**src/lcd_pkg.sv**
```systemverilog
// Package for the segment LCD driver: control register layout, reset values,
// panel geometry and timing constants shared by the driver and its helpers.
// Assumes a single core clock domain at 10 MHz and an 8-bit data memory bus.
package lcd_pkg;

   localparam int NUM_SEG = 12;
   localparam int NUM_COM = 4;
   localparam int DISP_BYTES = 16;

   // Display memory window inside data memory sector 4.
   localparam logic [7:0] DISP_SECTOR = 8'h04;
   localparam logic [7:0] DISP_FIRST = 8'h00;
   localparam logic [7:0] DISP_LAST = 8'h0f;

   // Register select codes on the core data bus.
   localparam logic [1:0] SEL_PRIMARY = 2'h1;
   localparam logic [1:0] SEL_SECONDARY = 2'h2;

   localparam logic [7:0] PRIMARY_RESET = 8'h00;
   localparam logic [7:0] SECONDARY_RESET = 8'h00;
   localparam logic [7:0] SECONDARY_RD_MASK = 8'hef;
   localparam logic [7:0] DISP_RD_MASK = 8'h0f;

   // Primary control field positions.
   localparam int WAVE_TYPE_BIT = 7;
   localparam int BIAS_NET_BIT = 6;
   localparam int PUMP_SRC_LSB = 4;
   localparam int BIAS_RES_LSB = 1;
   localparam int MASTER_EN_BIT = 0;
   // Secondary control field positions.
   localparam int FAST_LEN_LSB = 5;
   localparam int TOP_LEVEL_LSB = 0;

   // Bias resistor codes.
   localparam logic [2:0] RES_1170K = 3'h0;
   localparam logic [2:0] RES_225K = 3'h1;
   localparam logic [2:0] RES_60K = 3'h2;
   localparam logic [2:0] RES_QC_1170K = 3'h3;

   // Sub clock timing: the core clock is 10 MHz, the sub clock 32 kHz.
   localparam int CORE_CLK_HZ = 10_000_000;
   localparam int SUB_CLK_HZ = 32_000;
   localparam int SUB_DIV_CYCLES = CORE_CLK_HZ / SUB_CLK_HZ;
   localparam int LCD_CLK_DIV = 8;

   typedef struct packed {
      logic wave_type_b;
      logic bias_network_select;
      logic [1:0] pump_source_select;
      logic [2:0] bias_resistor_select;
      logic display_master_enable;
   } primary_t;

   typedef struct packed {
      logic [2:0] fast_charge_length;
      logic [3:0] top_level_ratio;
   } secondary_t;

   // Core data memory access strobes.
   typedef struct packed {
      logic wr;
      logic rd;
      logic [7:0] sector;
      logic [7:0] addr;
      logic [1:0] reg_sel;
      logic [7:0] wdata;
   } mem_req_t;

   // Bias network controls toward the analog block.
   typedef struct packed {
      logic ladder_on;
      logic pump_on;
      logic [1:0] pump_source;
      logic res_60k;
      logic res_225k;
      logic res_1170k;
      logic [3:0] top_level;
   } bias_ctrl_t;

   // Drive level codes for a 1/3 bias pin: 0 = ground, 3 = top level.
   typedef logic [1:0] level_t;

endpackage

```
**src/lcd_clk_gen.sv**
```systemverilog
// LCD clock generator: produces a one-cycle sub clock tick from the core clock
// and an LCD clock tick every eighth sub clock tick.
// Assumes the core clock is free running; the sub clock is modelled by division.
`timescale 1ns/1ps
module lcd_clk_gen
   import lcd_pkg::*;
#(
   parameter int SUB_DIV = SUB_DIV_CYCLES
) (
   input wire logic core_clk_in,
   input wire logic sys_rst_in,
   output logic sub_tick_out,
   output logic lcd_tick_out
);

   typedef struct packed {
      logic [15:0] sub_cnt;
      logic [2:0] lcd_cnt;
      logic sub_tick;
      logic lcd_tick;
   } state_t;

   state_t s_q;
   state_t s_d;

   always_comb begin
      s_d = s_q;
      s_d.sub_tick = 1'b0;
      s_d.lcd_tick = 1'b0;
      if (s_q.sub_cnt == 16'(SUB_DIV - 1)) begin
         s_d.sub_cnt = 16'h0000;
         s_d.sub_tick = 1'b1;
         s_d.lcd_cnt = s_q.lcd_cnt + 3'h1;
         if (s_q.lcd_cnt == 3'(LCD_CLK_DIV - 1)) begin
            s_d.lcd_tick = 1'b1;
         end
      end else begin
         s_d.sub_cnt = s_q.sub_cnt + 16'h0001;
      end
   end

   always_ff @(posedge core_clk_in) begin
      if (sys_rst_in) begin
         s_q <= '0;
      end else begin
         s_q <= s_d;
      end
   end

   assign sub_tick_out = s_q.sub_tick;
   assign lcd_tick_out = s_q.lcd_tick;

endmodule // lcd_clk_gen

```
**src/lcd_driver.sv**
```systemverilog
// Segment LCD driver: control registers, 16-byte display memory in sector 4,
// common phase sequencer, quick charge timing and bias network controls.
// Assumes the core data bus presents one-cycle read and write strobes and that
// the power manager reports sleep and a full device reset on separate inputs.
`timescale 1ns/1ps

//Contract
// - Display memory is sixteen bytes at 00H..0FH of sector 4.
// - A set memory bit lights its pixel, a clear bit darkens it.
// - Memory bits 4 to 7 read as zero and store nothing.
// - LCD clock is the sub clock divided by eight.
// - Master enable acts outside sleep; sleep keeps the display off.
// - Primary bit 7 picks waveform type A or B.
// - Primary bit 6 picks resistor ladder or charge pump bias.
// - Primary bits 5..4 choose the capacitor bias supply.
// - Primary bits 3..1 choose total bias resistor or quick charge.
// - Quick charge uses 60k at each phase start, then high resistor.
// - Secondary bits 7..5 give quick charge length of n+1 sub periods.
// - Secondary bit 4 is unimplemented and reads zero.
// - Secondary bits 3..0 choose the resistor bias top level.
// - Disabled resistor bias opens the ladder current path.
// - Display memory is fetched continuously with no extra command.
// - Disabled or asleep drives pins low; device reset floats them.
module lcd_driver
   import lcd_pkg::*;
#(
   parameter int SUB_DIV = SUB_DIV_CYCLES
) (
   input wire logic core_clk_in,
   input wire logic sys_rst_in,
   input wire logic sleep_in,
   input wire mem_req_t mem_req_in,
   output logic [7:0] rdata_out,
   output logic rvalid_out,
   output bias_ctrl_t bias_ctrl_out,
   output level_t com_level_out [NUM_COM],
   output logic [NUM_COM-1:0] com_oe_out,
   output level_t seg_level_out [NUM_SEG],
   output logic [NUM_SEG-1:0] seg_oe_out
);

   typedef struct packed {
      primary_t primary;
      secondary_t secondary;
      logic [DISP_BYTES-1:0][3:0] disp;
      logic [1:0] phase;
      logic frame_odd;
      logic [3:0] qc_cnt;
      logic qc_active;
      logic [7:0] rdata;
      logic rvalid;
      bias_ctrl_t bias;
      logic [NUM_COM-1:0][1:0] com_lvl;
      logic [NUM_SEG-1:0][1:0] seg_lvl;
      logic pins_driven;
   } state_t;

   state_t s_q;
   state_t s_d;
   logic sub_tick;
   logic lcd_tick;
   logic running;
   logic invert;
   logic [NUM_SEG-1:0] pixels;
   level_t map_com [NUM_COM];
   level_t map_seg [NUM_SEG];

   // True when an access targets one of the sixteen display bytes.
   function automatic logic is_disp(input mem_req_t r);
      is_disp = (r.reg_sel == 2'h0) && (r.sector == DISP_SECTOR) && (r.addr >= DISP_FIRST)
         && (r.addr <= DISP_LAST);
   endfunction

   lcd_clk_gen #(
      .SUB_DIV(SUB_DIV)
   ) u_clk (
      .core_clk_in(core_clk_in),
      .sys_rst_in(sys_rst_in),
      .sub_tick_out(sub_tick),
      .lcd_tick_out(lcd_tick)
   );

   assign running = s_q.primary.display_master_enable && !sleep_in;

   // A common is always selected at the same phase parity, so type A must also flip per frame;
   // without that every selected pixel would carry a steady DC offset.
   // type A flips every phase and frame, type B every frame
   assign invert = s_q.primary.wave_type_b ? s_q.frame_odd : (s_q.phase[0] ^ s_q.frame_odd);

   // segment bit for the active common
   always_comb begin
      for (int s = 0; s < NUM_SEG; s++) begin
         pixels[s] = s_q.disp[s][s_q.phase];
      end
   end

   lcd_level_map u_map (
      .phase_in(s_q.phase),
      .invert_in(invert),
      .pixels_in(pixels),
      .com_level_out(map_com),
      .seg_level_out(map_seg)
   );

   always_comb begin
      s_d = s_q;
      s_d.rvalid = 1'b0;

      // Register and display memory writes.
      if (mem_req_in.wr) begin
         if (mem_req_in.reg_sel == SEL_PRIMARY) begin
            s_d.primary = mem_req_in.wdata;
         end else if (mem_req_in.reg_sel == SEL_SECONDARY) begin
            s_d.secondary = {mem_req_in.wdata[7:5], mem_req_in.wdata[3:0]};
         end else if (is_disp(mem_req_in)) begin
            s_d.disp[mem_req_in.addr[3:0]] = mem_req_in.wdata[3:0];
         end
      end

      // Reads answer one cycle later; unmapped addresses read zero.
      if (mem_req_in.rd) begin
         s_d.rvalid = 1'b1;
         if (mem_req_in.reg_sel == SEL_PRIMARY) begin
            s_d.rdata = s_q.primary;
         end else if (mem_req_in.reg_sel == SEL_SECONDARY) begin
            s_d.rdata = {s_q.secondary[6:4], 1'b0, s_q.secondary[3:0]} & SECONDARY_RD_MASK;
         end else if (is_disp(mem_req_in)) begin
            s_d.rdata = {4'h0, s_q.disp[mem_req_in.addr[3:0]]} & DISP_RD_MASK;
         end else begin
            s_d.rdata = 8'h00;
         end
      end

      // Phase sequencer and quick charge timer.
      if (!running) begin
         s_d.phase = 2'h0;
         s_d.frame_odd = 1'b0;
         s_d.qc_active = 1'b0;
         s_d.qc_cnt = 4'h0;
      end else if (lcd_tick) begin
         s_d.phase = s_q.phase + 2'h1;
         if (s_q.phase == 2'(NUM_COM - 1)) begin
            s_d.frame_odd = !s_q.frame_odd;
         end
         s_d.qc_active = 1'b1;
         s_d.qc_cnt = {1'b0, s_q.secondary.fast_charge_length} + 4'h1;
      end else if (sub_tick && s_q.qc_active) begin
         s_d.qc_cnt = s_q.qc_cnt - 4'h1;
         if (s_q.qc_cnt == 4'h1) begin
            s_d.qc_active = 1'b0;
         end
      end

      // Bias network controls.
      s_d.bias = '0;
      s_d.bias.top_level = s_q.secondary.top_level_ratio;
      s_d.bias.pump_source = s_q.primary.pump_source_select;
      if (running) begin
         if (s_q.primary.bias_network_select) begin
            s_d.bias.pump_on = 1'b1;
         end else begin
            s_d.bias.ladder_on = 1'b1;
            unique casez (s_q.primary.bias_resistor_select)
               RES_1170K: s_d.bias.res_1170k = 1'b1;
               RES_225K: s_d.bias.res_225k = 1'b1;
               RES_60K: s_d.bias.res_60k = 1'b1;
               RES_QC_1170K: begin
                  s_d.bias.res_60k = s_q.qc_active;
                  s_d.bias.res_1170k = !s_q.qc_active;
               end
               3'b1??: begin
                  s_d.bias.res_60k = s_q.qc_active;
                  s_d.bias.res_225k = !s_q.qc_active;
               end
            endcase
         end
      end

      s_d.pins_driven = 1'b1;
      for (int c = 0; c < NUM_COM; c++) begin
         s_d.com_lvl[c] = running ? map_com[c] : 2'h0;
      end
      for (int s = 0; s < NUM_SEG; s++) begin
         s_d.seg_lvl[s] = running ? map_seg[s] : 2'h0;
      end
   end

   // Display memory is not cleared by reset; its power-up content is undefined.
   always_ff @(posedge core_clk_in) begin
      if (sys_rst_in) begin
         s_q.primary <= PRIMARY_RESET;
         s_q.secondary <= secondary_t'({SECONDARY_RESET[7:5], SECONDARY_RESET[3:0]});
         s_q.phase <= 2'h0;
         s_q.frame_odd <= 1'b0;
         s_q.qc_cnt <= 4'h0;
         s_q.qc_active <= 1'b0;
         s_q.rdata <= 8'h00;
         s_q.rvalid <= 1'b0;
         s_q.bias <= '0;
         s_q.com_lvl <= '0;
         s_q.seg_lvl <= '0;
         s_q.pins_driven <= 1'b0;
      end else begin
         s_q.primary <= s_d.primary;
         s_q.secondary <= s_d.secondary;
         s_q.phase <= s_d.phase;
         s_q.frame_odd <= s_d.frame_odd;
         s_q.qc_cnt <= s_d.qc_cnt;
         s_q.qc_active <= s_d.qc_active;
         s_q.rdata <= s_d.rdata;
         s_q.rvalid <= s_d.rvalid;
         s_q.bias <= s_d.bias;
         s_q.com_lvl <= s_d.com_lvl;
         s_q.seg_lvl <= s_d.seg_lvl;
         s_q.pins_driven <= s_d.pins_driven;
      end
      s_q.disp <= s_d.disp;
   end

   assign rdata_out = s_q.rdata;
   assign rvalid_out = s_q.rvalid;
   assign bias_ctrl_out = s_q.bias;
   assign com_oe_out = {NUM_COM{s_q.pins_driven}};
   assign seg_oe_out = {NUM_SEG{s_q.pins_driven}};

   always_comb begin
      for (int c = 0; c < NUM_COM; c++) begin
         com_level_out[c] = s_q.com_lvl[c];
      end
      for (int s = 0; s < NUM_SEG; s++) begin
         seg_level_out[s] = s_q.seg_lvl[s];
      end
   end

endmodule // lcd_driver

```
**src/lcd_level_map.sv**
```systemverilog
// Level mapper: turns phase, frame polarity and pixel data into 1/3 bias drive
// levels for all commons and all segments.
// Assumes the caller registers the results; this module is purely combinational.
`timescale 1ns/1ps
module lcd_level_map
   import lcd_pkg::*;
(
   input wire logic [1:0] phase_in,
   input wire logic invert_in,
   input wire logic [NUM_SEG-1:0] pixels_in,
   output level_t com_level_out [NUM_COM],
   output level_t seg_level_out [NUM_SEG]
);

   // Selected common is at the far rail, others at the near third.
   function automatic level_t com_lvl(input logic sel, input logic inv);
      if (sel) begin
         com_lvl = inv ? 2'h0 : 2'h3;
      end else begin
         com_lvl = inv ? 2'h2 : 2'h1;
      end
   endfunction

   always_comb begin
      for (int c = 0; c < NUM_COM; c++) begin
         com_level_out[c] = com_lvl(phase_in == 2'(c), invert_in);
      end
      for (int s = 0; s < NUM_SEG; s++) begin
         if (pixels_in[s]) begin
            seg_level_out[s] = invert_in ? 2'h3 : 2'h0;
         end else begin
            seg_level_out[s] = invert_in ? 2'h1 : 2'h2;
         end
      end
   end

endmodule // lcd_level_map

```
**config.mk**
```make
export PLATFORM = sky130hd
export DESIGN_NAME = lcd_driver
export DESIGN_NICKNAME = d
export VERILOG_FILES = /design/src/lcd_pkg.sv /design/src/lcd_clk_gen.sv /design/src/lcd_driver.sv /design/src/lcd_level_map.sv
export SDC_FILE = /design/constraint.sdc
export NUM_CORES = 1
export LEC_CHECK = 0
export ABC_CLOCK_PERIOD_IN_PS = 3300
export BUFFER_PORTS_ARGS = -buffer_cell sky130_fd_sc_hd__buf_2
export CORE_MARGIN = 1.5
export CORE_UTILIZATION = 30
export CTS_CLUSTER_SIZE = 8
export DETAILED_ROUTE_END_ITERATION = 10
export PLACE_DENSITY = 0.44
export SETUP_SLACK_MARGIN = 0.15
export SLEW_MARGIN = 20
export SYNTH_ARGS = -nofsm -noshare
export SYNTH_HDL_FRONTEND = slang
export SYNTH_SLANG_ARGS = --single-unit
```
**constraint.sdc**
```tcl
create_clock -name core_clk_in -period 3.3 [get_ports core_clk_in]
set_clock_uncertainty 0.2 [all_clocks]
set_input_delay 0.33 -clock core_clk_in [delete_from_list [all_inputs] [get_ports core_clk_in]]
set_output_delay 0.33 -clock core_clk_in [all_outputs]
set_load 0.1 [all_outputs]
```
==> results of run 1 <==
## power by group
group          internal (W)  total, W  switching (W)
Clock               0.00104   0.00180       0.000763
Combinational     0.0000767  0.000322       0.000245
Sequential          0.00191   0.00193      0.0000149
## layout make-up
type,count,area [um2]
clock buffer,19,433
clock inverter,13,106
fill,2257,14800
inverter,13,48.8
multi-input combinational,352,2570
sequential,147,3580
tap,285,357
timing repair buffer,106,561
## logic make-up after synthesis
family	Yosys count	synth area share, %
buf+inv	111	10.2
mux	53	11.0
simple gates	200	14.5
flops	147	52.3
fa+ha+maj	13	2.37
xor+xnor	35	4.58
compound gates	51	4.98
## final timing paths
check / startpoint / to / slack [ps]
max reg2reg: u_clk.s_q[12]$_SDFF_PP0_ / u_clk.s_q[8]$_SDFF_PP0_ / 1200
max: mem_req_in[8] / s_q[63]$_DFFE_PP_ / 730
min reg2reg: u_clk.s_q[5]$_SDFF_PP0_ / u_clk.s_q[5]$_SDFF_PP0_ / 250
min: sleep_in / bias_ctrl_out[9]$_SDFF_PP0_ / 80
## per-stage QoR
step	hold slack [ps]	area (um2)	setup slack, ps	instances	total power, W
detailed placement	237	7080	241	899	0.00229
global placement	235	7080	300	899	0.00229
global route	89.4	7660	544	935	0.00419
finish	82.0	7660	728	935	0.00405
floorplan	218	6850	866	610	0.00223
CTS	73.6	7660	683	935	0.00410
## registers in the layout, summed over array words and instances, names as in the netlist
register and count:
com_level_out 5, u_clk.lcd_tick_out 1, com_oe_out 1, s_d 6
seg_level_out 13, rvalid_out 1, bias_ctrl_out 11, u_clk.s_q 19
s_q 81, rdata_out 8, u_clk.sub_tick_out 1
## metal layers
metal / global-route usage (%) / vias up / part of all wire (%)
li1: - / 2141 / -
met1: 18.4 / 2116 / 49
met2: 21.1 / 96 / 46
met3: 3.47 / 12 / 3.8
met4: 4.53 / 0 / 1.2
met5: 0 / - / 0
## layout by cell type (no fill, tap or decap), types with 2 or more instances in the layout
cell / synthesis / routed
buf_2: 5 / 98
dfxtp_1: 83 / 83
nor2_1: 79 / 79
edfxtp_1: 64 / 64
nand2_1: 34 / 34
mux2i_1: 34 / 34
xnor2_1: 27 / 27
mux4_2: 18 / 18
a21oi_1: 17 / 17
clkbuf_16: 0 / 17
nand3_1: 16 / 16
inv_1: 13 / 13
nor2b_1: 13 / 13
nor3_1: 13 / 13
ha_1: 13 / 13
nand4_1: 7 / 7
nor4_1: 7 / 7
xor2_1: 7 / 7
o211ai_1: 5 / 5
o21ai_0: 5 / 5
inv_4: 0 / 5
or4_1: 4 / 4
a311oi_1: 4 / 4
a22oi_1: 4 / 4
a22o_1: 4 / 4
clkinv_2: 0 / 4
dlygate4sd3_1: 0 / 4
buf_4: 68 / 4
nand2b_1: 3 / 3
and3_1: 3 / 3
a221o_1: 3 / 3
or2_2: 2 / 2
or3_1: 2 / 2
nand4b_1: 2 / 2
nand3b_1: 2 / 2
and2_1: 2 / 2
a211oi_1: 2 / 2
and3b_1: 2 / 2
o21ai_1: 2 / 2
clkbuf_1: 20 / 2
## worst max-delay path, delay by kind of cell
family	cells	cell delay, ps
adders and majority gates	1	130
and+or+nand+nor	4	1790
buffers and inverters	2	180
==> results.sh, run 1 <==
export IMPL_hold_path_class="input pin to flip-flop"
export IMPL_nets=681
export IMPL_hold_viol=0
export IMPL_synth_ff_type="dfxtp_1"
export IMPL_p_leak_nw=2.92
export IMPL_synth_area_leaders="edfxtp_1 28%, dfxtp_1 24%, buf_4 7.4%, mux4_2 5.9%, mux2i_1 5.0%"
export IMPL_antenna_cells=0
export IMPL_clock_fmax_mhz=389
export IMPL_start_util_pct=30.5
export IMPL_slew_violations=0
export IMPL_relSlewSlack_pct=35.1
export IMPL_area_growth_pct=11.7
export IMPL_cts_resized=0
export IMPL_cp_max_fo=5
export IMPL_drc=0
export IMPL_cts_tree="yes"
export IMPL_drive_above_1_share_pct=24.2
export IMPL_crit_chain="buf_2, inv_1, ha_1, or4b_1, nor4_4, nand4bb_1, nor3_1"
export IMPL_vias=4365
export IMPL_place_gp_congestion=0.770
export IMPL_fin_util_pct=34.0
export IMPL_setup_violations_final=0
export IMPL_synth_commonest_cells="83 x dfxtp_1, 79 x nor2_1, 68 x buf_4"
export IMPL_yosysTopAreaCell="edfxtp_1"
export IMPL_place_hpwl_mm=10.8
export IMPL_powerDensity_nw_per_um2=529
export IMPL_cp_required_ps=3150
export IMPL_grt_max_degree=38
export IMPL_avgViaCountPerCell=4.67
export IMPL_worst_slew_pin_transition_ps=971
export IMPL_drt_total_wl_mm=15.6
export IMPL_yosys_warnings=0
export IMPL_ctsHoldBuffers=4
export IMPL_synth_top_cell_area_share_pct=28.0
export IMPL_finalSetupTns_ps=0
export IMPL_clk_pin_slew_ps=60
export IMPL_crit_slowest_cell="nor3_1"
export IMPL_yosysMostFrequentCell="dfxtp_1"
export IMPL_fin_crit_ps=2570
export IMPL_cts_path_max_buffers=2
export IMPL_async_reset_ff_share_pct=0
export IMPL_drt_iter0_markers=337
export IMPL_root_buffer="clkbuf_16"
export IMPL_dieArea_um2=23800
export IMPL_htreeDepth=4
export IMPL_rsz0062_at_grt="no"
export IMPL_grt_first_pass_wirelength_mm=24.6
export IMPL_detail_route_first_pass_iterations=4
export IMPL_grt_use_total_pct=13.6
export IMPL_synth_nets=654
export IMPL_clock_latency_ps=410
export IMPL_cpPeakStageDelay_ps=550
export IMPL_cts_setup_buffers=0
export IMPL_wl_per_cell_um=16.7
export IMPL_synth_area_per_cell_um2=11.2
export IMPL_status="complete, no violations"
export IMPL_die_w_um=154
export IMPL_synth_edf_count=64
export IMPL_die_y_um=154
export IMPL_rows=55
export IMPL_grt_overflow=0
export IMPL_grt_pass1_vias=4311
export IMPL_synth_cells=610
export IMPL_synth_seq_cells=147
export IMPL_coreArea_um2=22500
export IMPL_cp_end_kind="flip-flop"
export IMPL_min_period_over_period_pct=77.9
export IMPL_drv_cap=0
export IMPL_vdd_drop_max_mv=0.243
export IMPL_final_antenna_net_count=0
export IMPL_grt_antenna_before_repair=0
export IMPL_worstPathArrival_ps=2420
export IMPL_io_pins=99
export IMPL_portBuffers=98
export IMPL_crit_type="input pin to flip-flop"
export IMPL_ys_types=54
export IMPL_cts_sinks=147
export IMPL_mappedNetlistArea_um2=6850
export IMPL_cp_start_kind="input pin"
export IMPL_reg2regPathDepth=4
export IMPL_cts_buffers=17
export IMPL_holdPathStages=3
export IMPL_ys_seq_area_share_pct=52.3
Note: power is estimated with default switching activity, not from simulation.
==> run 2, diff against run 1 <==
--- a/config.mk
+++ b/config.mk
@@ -5,7 +5,7 @@
 export SDC_FILE = /design/constraint.sdc
 export NUM_CORES = 1
 export LEC_CHECK = 0
-export ABC_CLOCK_PERIOD_IN_PS = 3300
+export ABC_CLOCK_PERIOD_IN_PS = 2400
 export BUFFER_PORTS_ARGS = -buffer_cell sky130_fd_sc_hd__buf_2
 export CORE_MARGIN = 1.5
 export CORE_UTILIZATION = 30
==> constraint.sdc (replaced) <==
create_clock -name core_clk_in -period 2.4 [get_ports core_clk_in]
set_clock_uncertainty 0.2 [all_clocks]
set_input_delay 0.24 -clock core_clk_in [delete_from_list [all_inputs] [get_ports core_clk_in]]
set_output_delay 0.24 -clock core_clk_in [all_outputs]
set_load 0.1 [all_outputs]
==> run 2 against run 1 <==
  * Cell count rose by 3.4%
  * Hold slack got worse by 52 ps
  * Sequential share of layout area fell by 1.8 points
  * Routed wire length rose by 2.2%
  * First-iteration DRC count fell by 28%
  * Critical endpoint is now s_q[69]$_DFFE_PP_
  * Highest routed layer unchanged
==> results.sh, run 2 (same netlist as run 1, synthesis figures left out) <==
export IMPL_place_gp_congestion=0.786
export IMPL_r2r_setup_slack_ps=470
export IMPL_dieArea_um2=23800
export IMPL_place_hpwl_mm=11.3
export IMPL_hold_path_class="input pin to flip-flop"
export IMPL_nets=713
export IMPL_crit_type="input pin to flip-flop"
export IMPL_final_antenna_net_count=0
export IMPL_p_leak_nw=3.10
export IMPL_die_w_um=154
export IMPL_fin_crit_ps=2150
export IMPL_fillers=2211
export IMPL_grt_first_pass_wirelength_mm=24.9
export IMPL_fin_util_pct=35.4
export IMPL_avgViaCountPerCell=4.68
export IMPL_reg2regPathDepth=5
export IMPL_detail_route_first_pass_iterations=4
export IMPL_drc=0
export IMPL_min_to="rdata_out[4]$_SDFFE_PP0P_"
export IMPL_dp_cells=929
export IMPL_cts_buffers=17
export IMPL_worst_slew_pin_transition_ps=655
export IMPL_area_growth_pct=16.3
export IMPL_drv_cap=0
export IMPL_largest_register="s_q"
export IMPL_holdPathStages=3
export IMPL_fin_area_um2=7970
export IMPL_htreeDepth=4
export IMPL_min_period_over_period_pct=89.7
export IMPL_worstPathArrival_ps=2040
export IMPL_hold_path_startpoint="mem_req_in[26]"
export IMPL_grt_overflow=0
export IMPL_rows=55
export IMPL_cp_required_ps=2290
export IMPL_coreArea_um2=22500
export IMPL_die_y_um=154
export IMPL_drive_above_1_share_pct=28.4
export IMPL_root_buffer="clkbuf_16"
export IMPL_portBuffers=98
export IMPL_start_util_pct=30.5
export IMPL_io_pins=99
export IMPL_mostFrequentLayoutCell="buf_2"
export IMPL_cts_sinks=147
export IMPL_rsz0062_at_grt="no"
export IMPL_setup_violations_final=0
export IMPL_cts_path_max_buffers=2
export IMPL_finalPower_w=0.00556
export IMPL_grt_pass1_vias=4427
export IMPL_clk_pin_slew_ps=60
export IMPL_relSlewSlack_pct=56.1
export IMPL_wl_per_cell_um=16.5
export IMPL_largest_register_ffs=81
export IMPL_fin_cells=967
export IMPL_status="complete, no violations"
export IMPL_powerDensity_nw_per_um2=698
export IMPL_cts_tree="yes"
export IMPL_clock_latency_ps=420
export IMPL_grt_antenna_before_repair=0
export IMPL_cp_max_fo=4
export IMPL_vias=4526
export IMPL_clock_fmax_mhz=464
export IMPL_cp_end_kind="flip-flop"
export IMPL_place_area_um2=7350
export IMPL_cp_start_kind="input pin"
export IMPL_grt_max_degree=26
export IMPL_slew_violations=0
export IMPL_drt_iter0_markers=243
export IMPL_timing_rr_start="u_clk.s_q[5]$_SDFF_PP0_"
export IMPL_layout_common_cells="98 x buf_2, 83 x dfxtp_1, 79 x nor2_1, 64 x edfxtp_1"
export IMPL_drt_total_wl_mm=15.9
export IMPL_hold_viol=0
export IMPL_antenna_cells=0
export IMPL_vdd_drop_max_mv=0.395
export IMPL_grt_use_total_pct=13.9
export IMPL_r2r_end="u_clk.s_q[19]$_SDFF_PP0_"
==> run 2: what timing repair did <==
action                                  in CTS  in global routing
hold endpoints to repair                     8                  0
setup buffers                                0                  1
endpoints found under the setup margin       0                 12
resized for setup                            0                  3
hold buffers                                 5                  0
==> run 2: worst max-delay path: stages <==
cell	delay, ps
buf_2	100
inv_1	70
ha_1	150
or4b_4	480
nor4_4	310
buf_4	170
nand4b_1	80
buf_4	180
nor3_2	250
==> run 2: routing by layer <==
metal | routed length (um) | up-vias | track usage, %
li1 | - | 2206 | -
met1 | 7670 | 2201 | 18.2
met2 | 7460 | 109 | 22.6
met3 | 681 | 10 | 3.78
met4 | 115 | 0 | 3.93
met5 | 0 | - | 0
==> run 2: layout make-up <==
| class | instances | area, um2 | share of cell area [%] |
|---|---|---|---|
| sequential | 147 | 3580 | 45.0 |
| tap | 285 | 357 | 4.48 |
| clock buffer | 20 | 468 | 5.87 |
| inverter | 13 | 48.8 | 0.612 |
| multi-input combinational | 352 | 2610 | 32.7 |
| timing repair buffer | 138 | 828 | 10.4 |
| clock inverter | 12 | 77.6 | 0.974 |
==> run 2: power breakdown <==
group / internal (W) / switching [W] / total, W
clock: 0.00141 / 0.00104 / 0.00245
sequential: 0.00263 / 0.0000208 / 0.00265
combinational: 0.000121 / 0.000342 / 0.000463
total: 0.00416 / 0.00140 / 0.00556
==> run 2: worst max path at each step <==
stage | startpoint | slack, ps | end
floorplan | mem_req_in[8] | 170 | s_q[100]$_DFFE_PP_
global route | mem_req_in[9] | 130 | s_q[72]$_DFFE_PP_
global placement | mem_req_in[8] | -210 | s_q[61]$_DFFE_PP_
finish | mem_req_in[8] | 250 | s_q[69]$_DFFE_PP_
CTS | mem_req_in[9] | 190 | s_q[63]$_DFFE_PP_
detailed placement | mem_req_in[9] | -260 | s_q[63]$_DFFE_PP_
==> run 2: stage by stage <==
step                      setup slack [ps]  hold WS (ps)  TNS, ps
after floorplan                        174           139        0
after global placement                -210           237    -7500
after detailed placement              -260           253    -9460
after CTS                              186          12.4        0
after global routing                   127          19.2        0
final                                  246          29.7        0
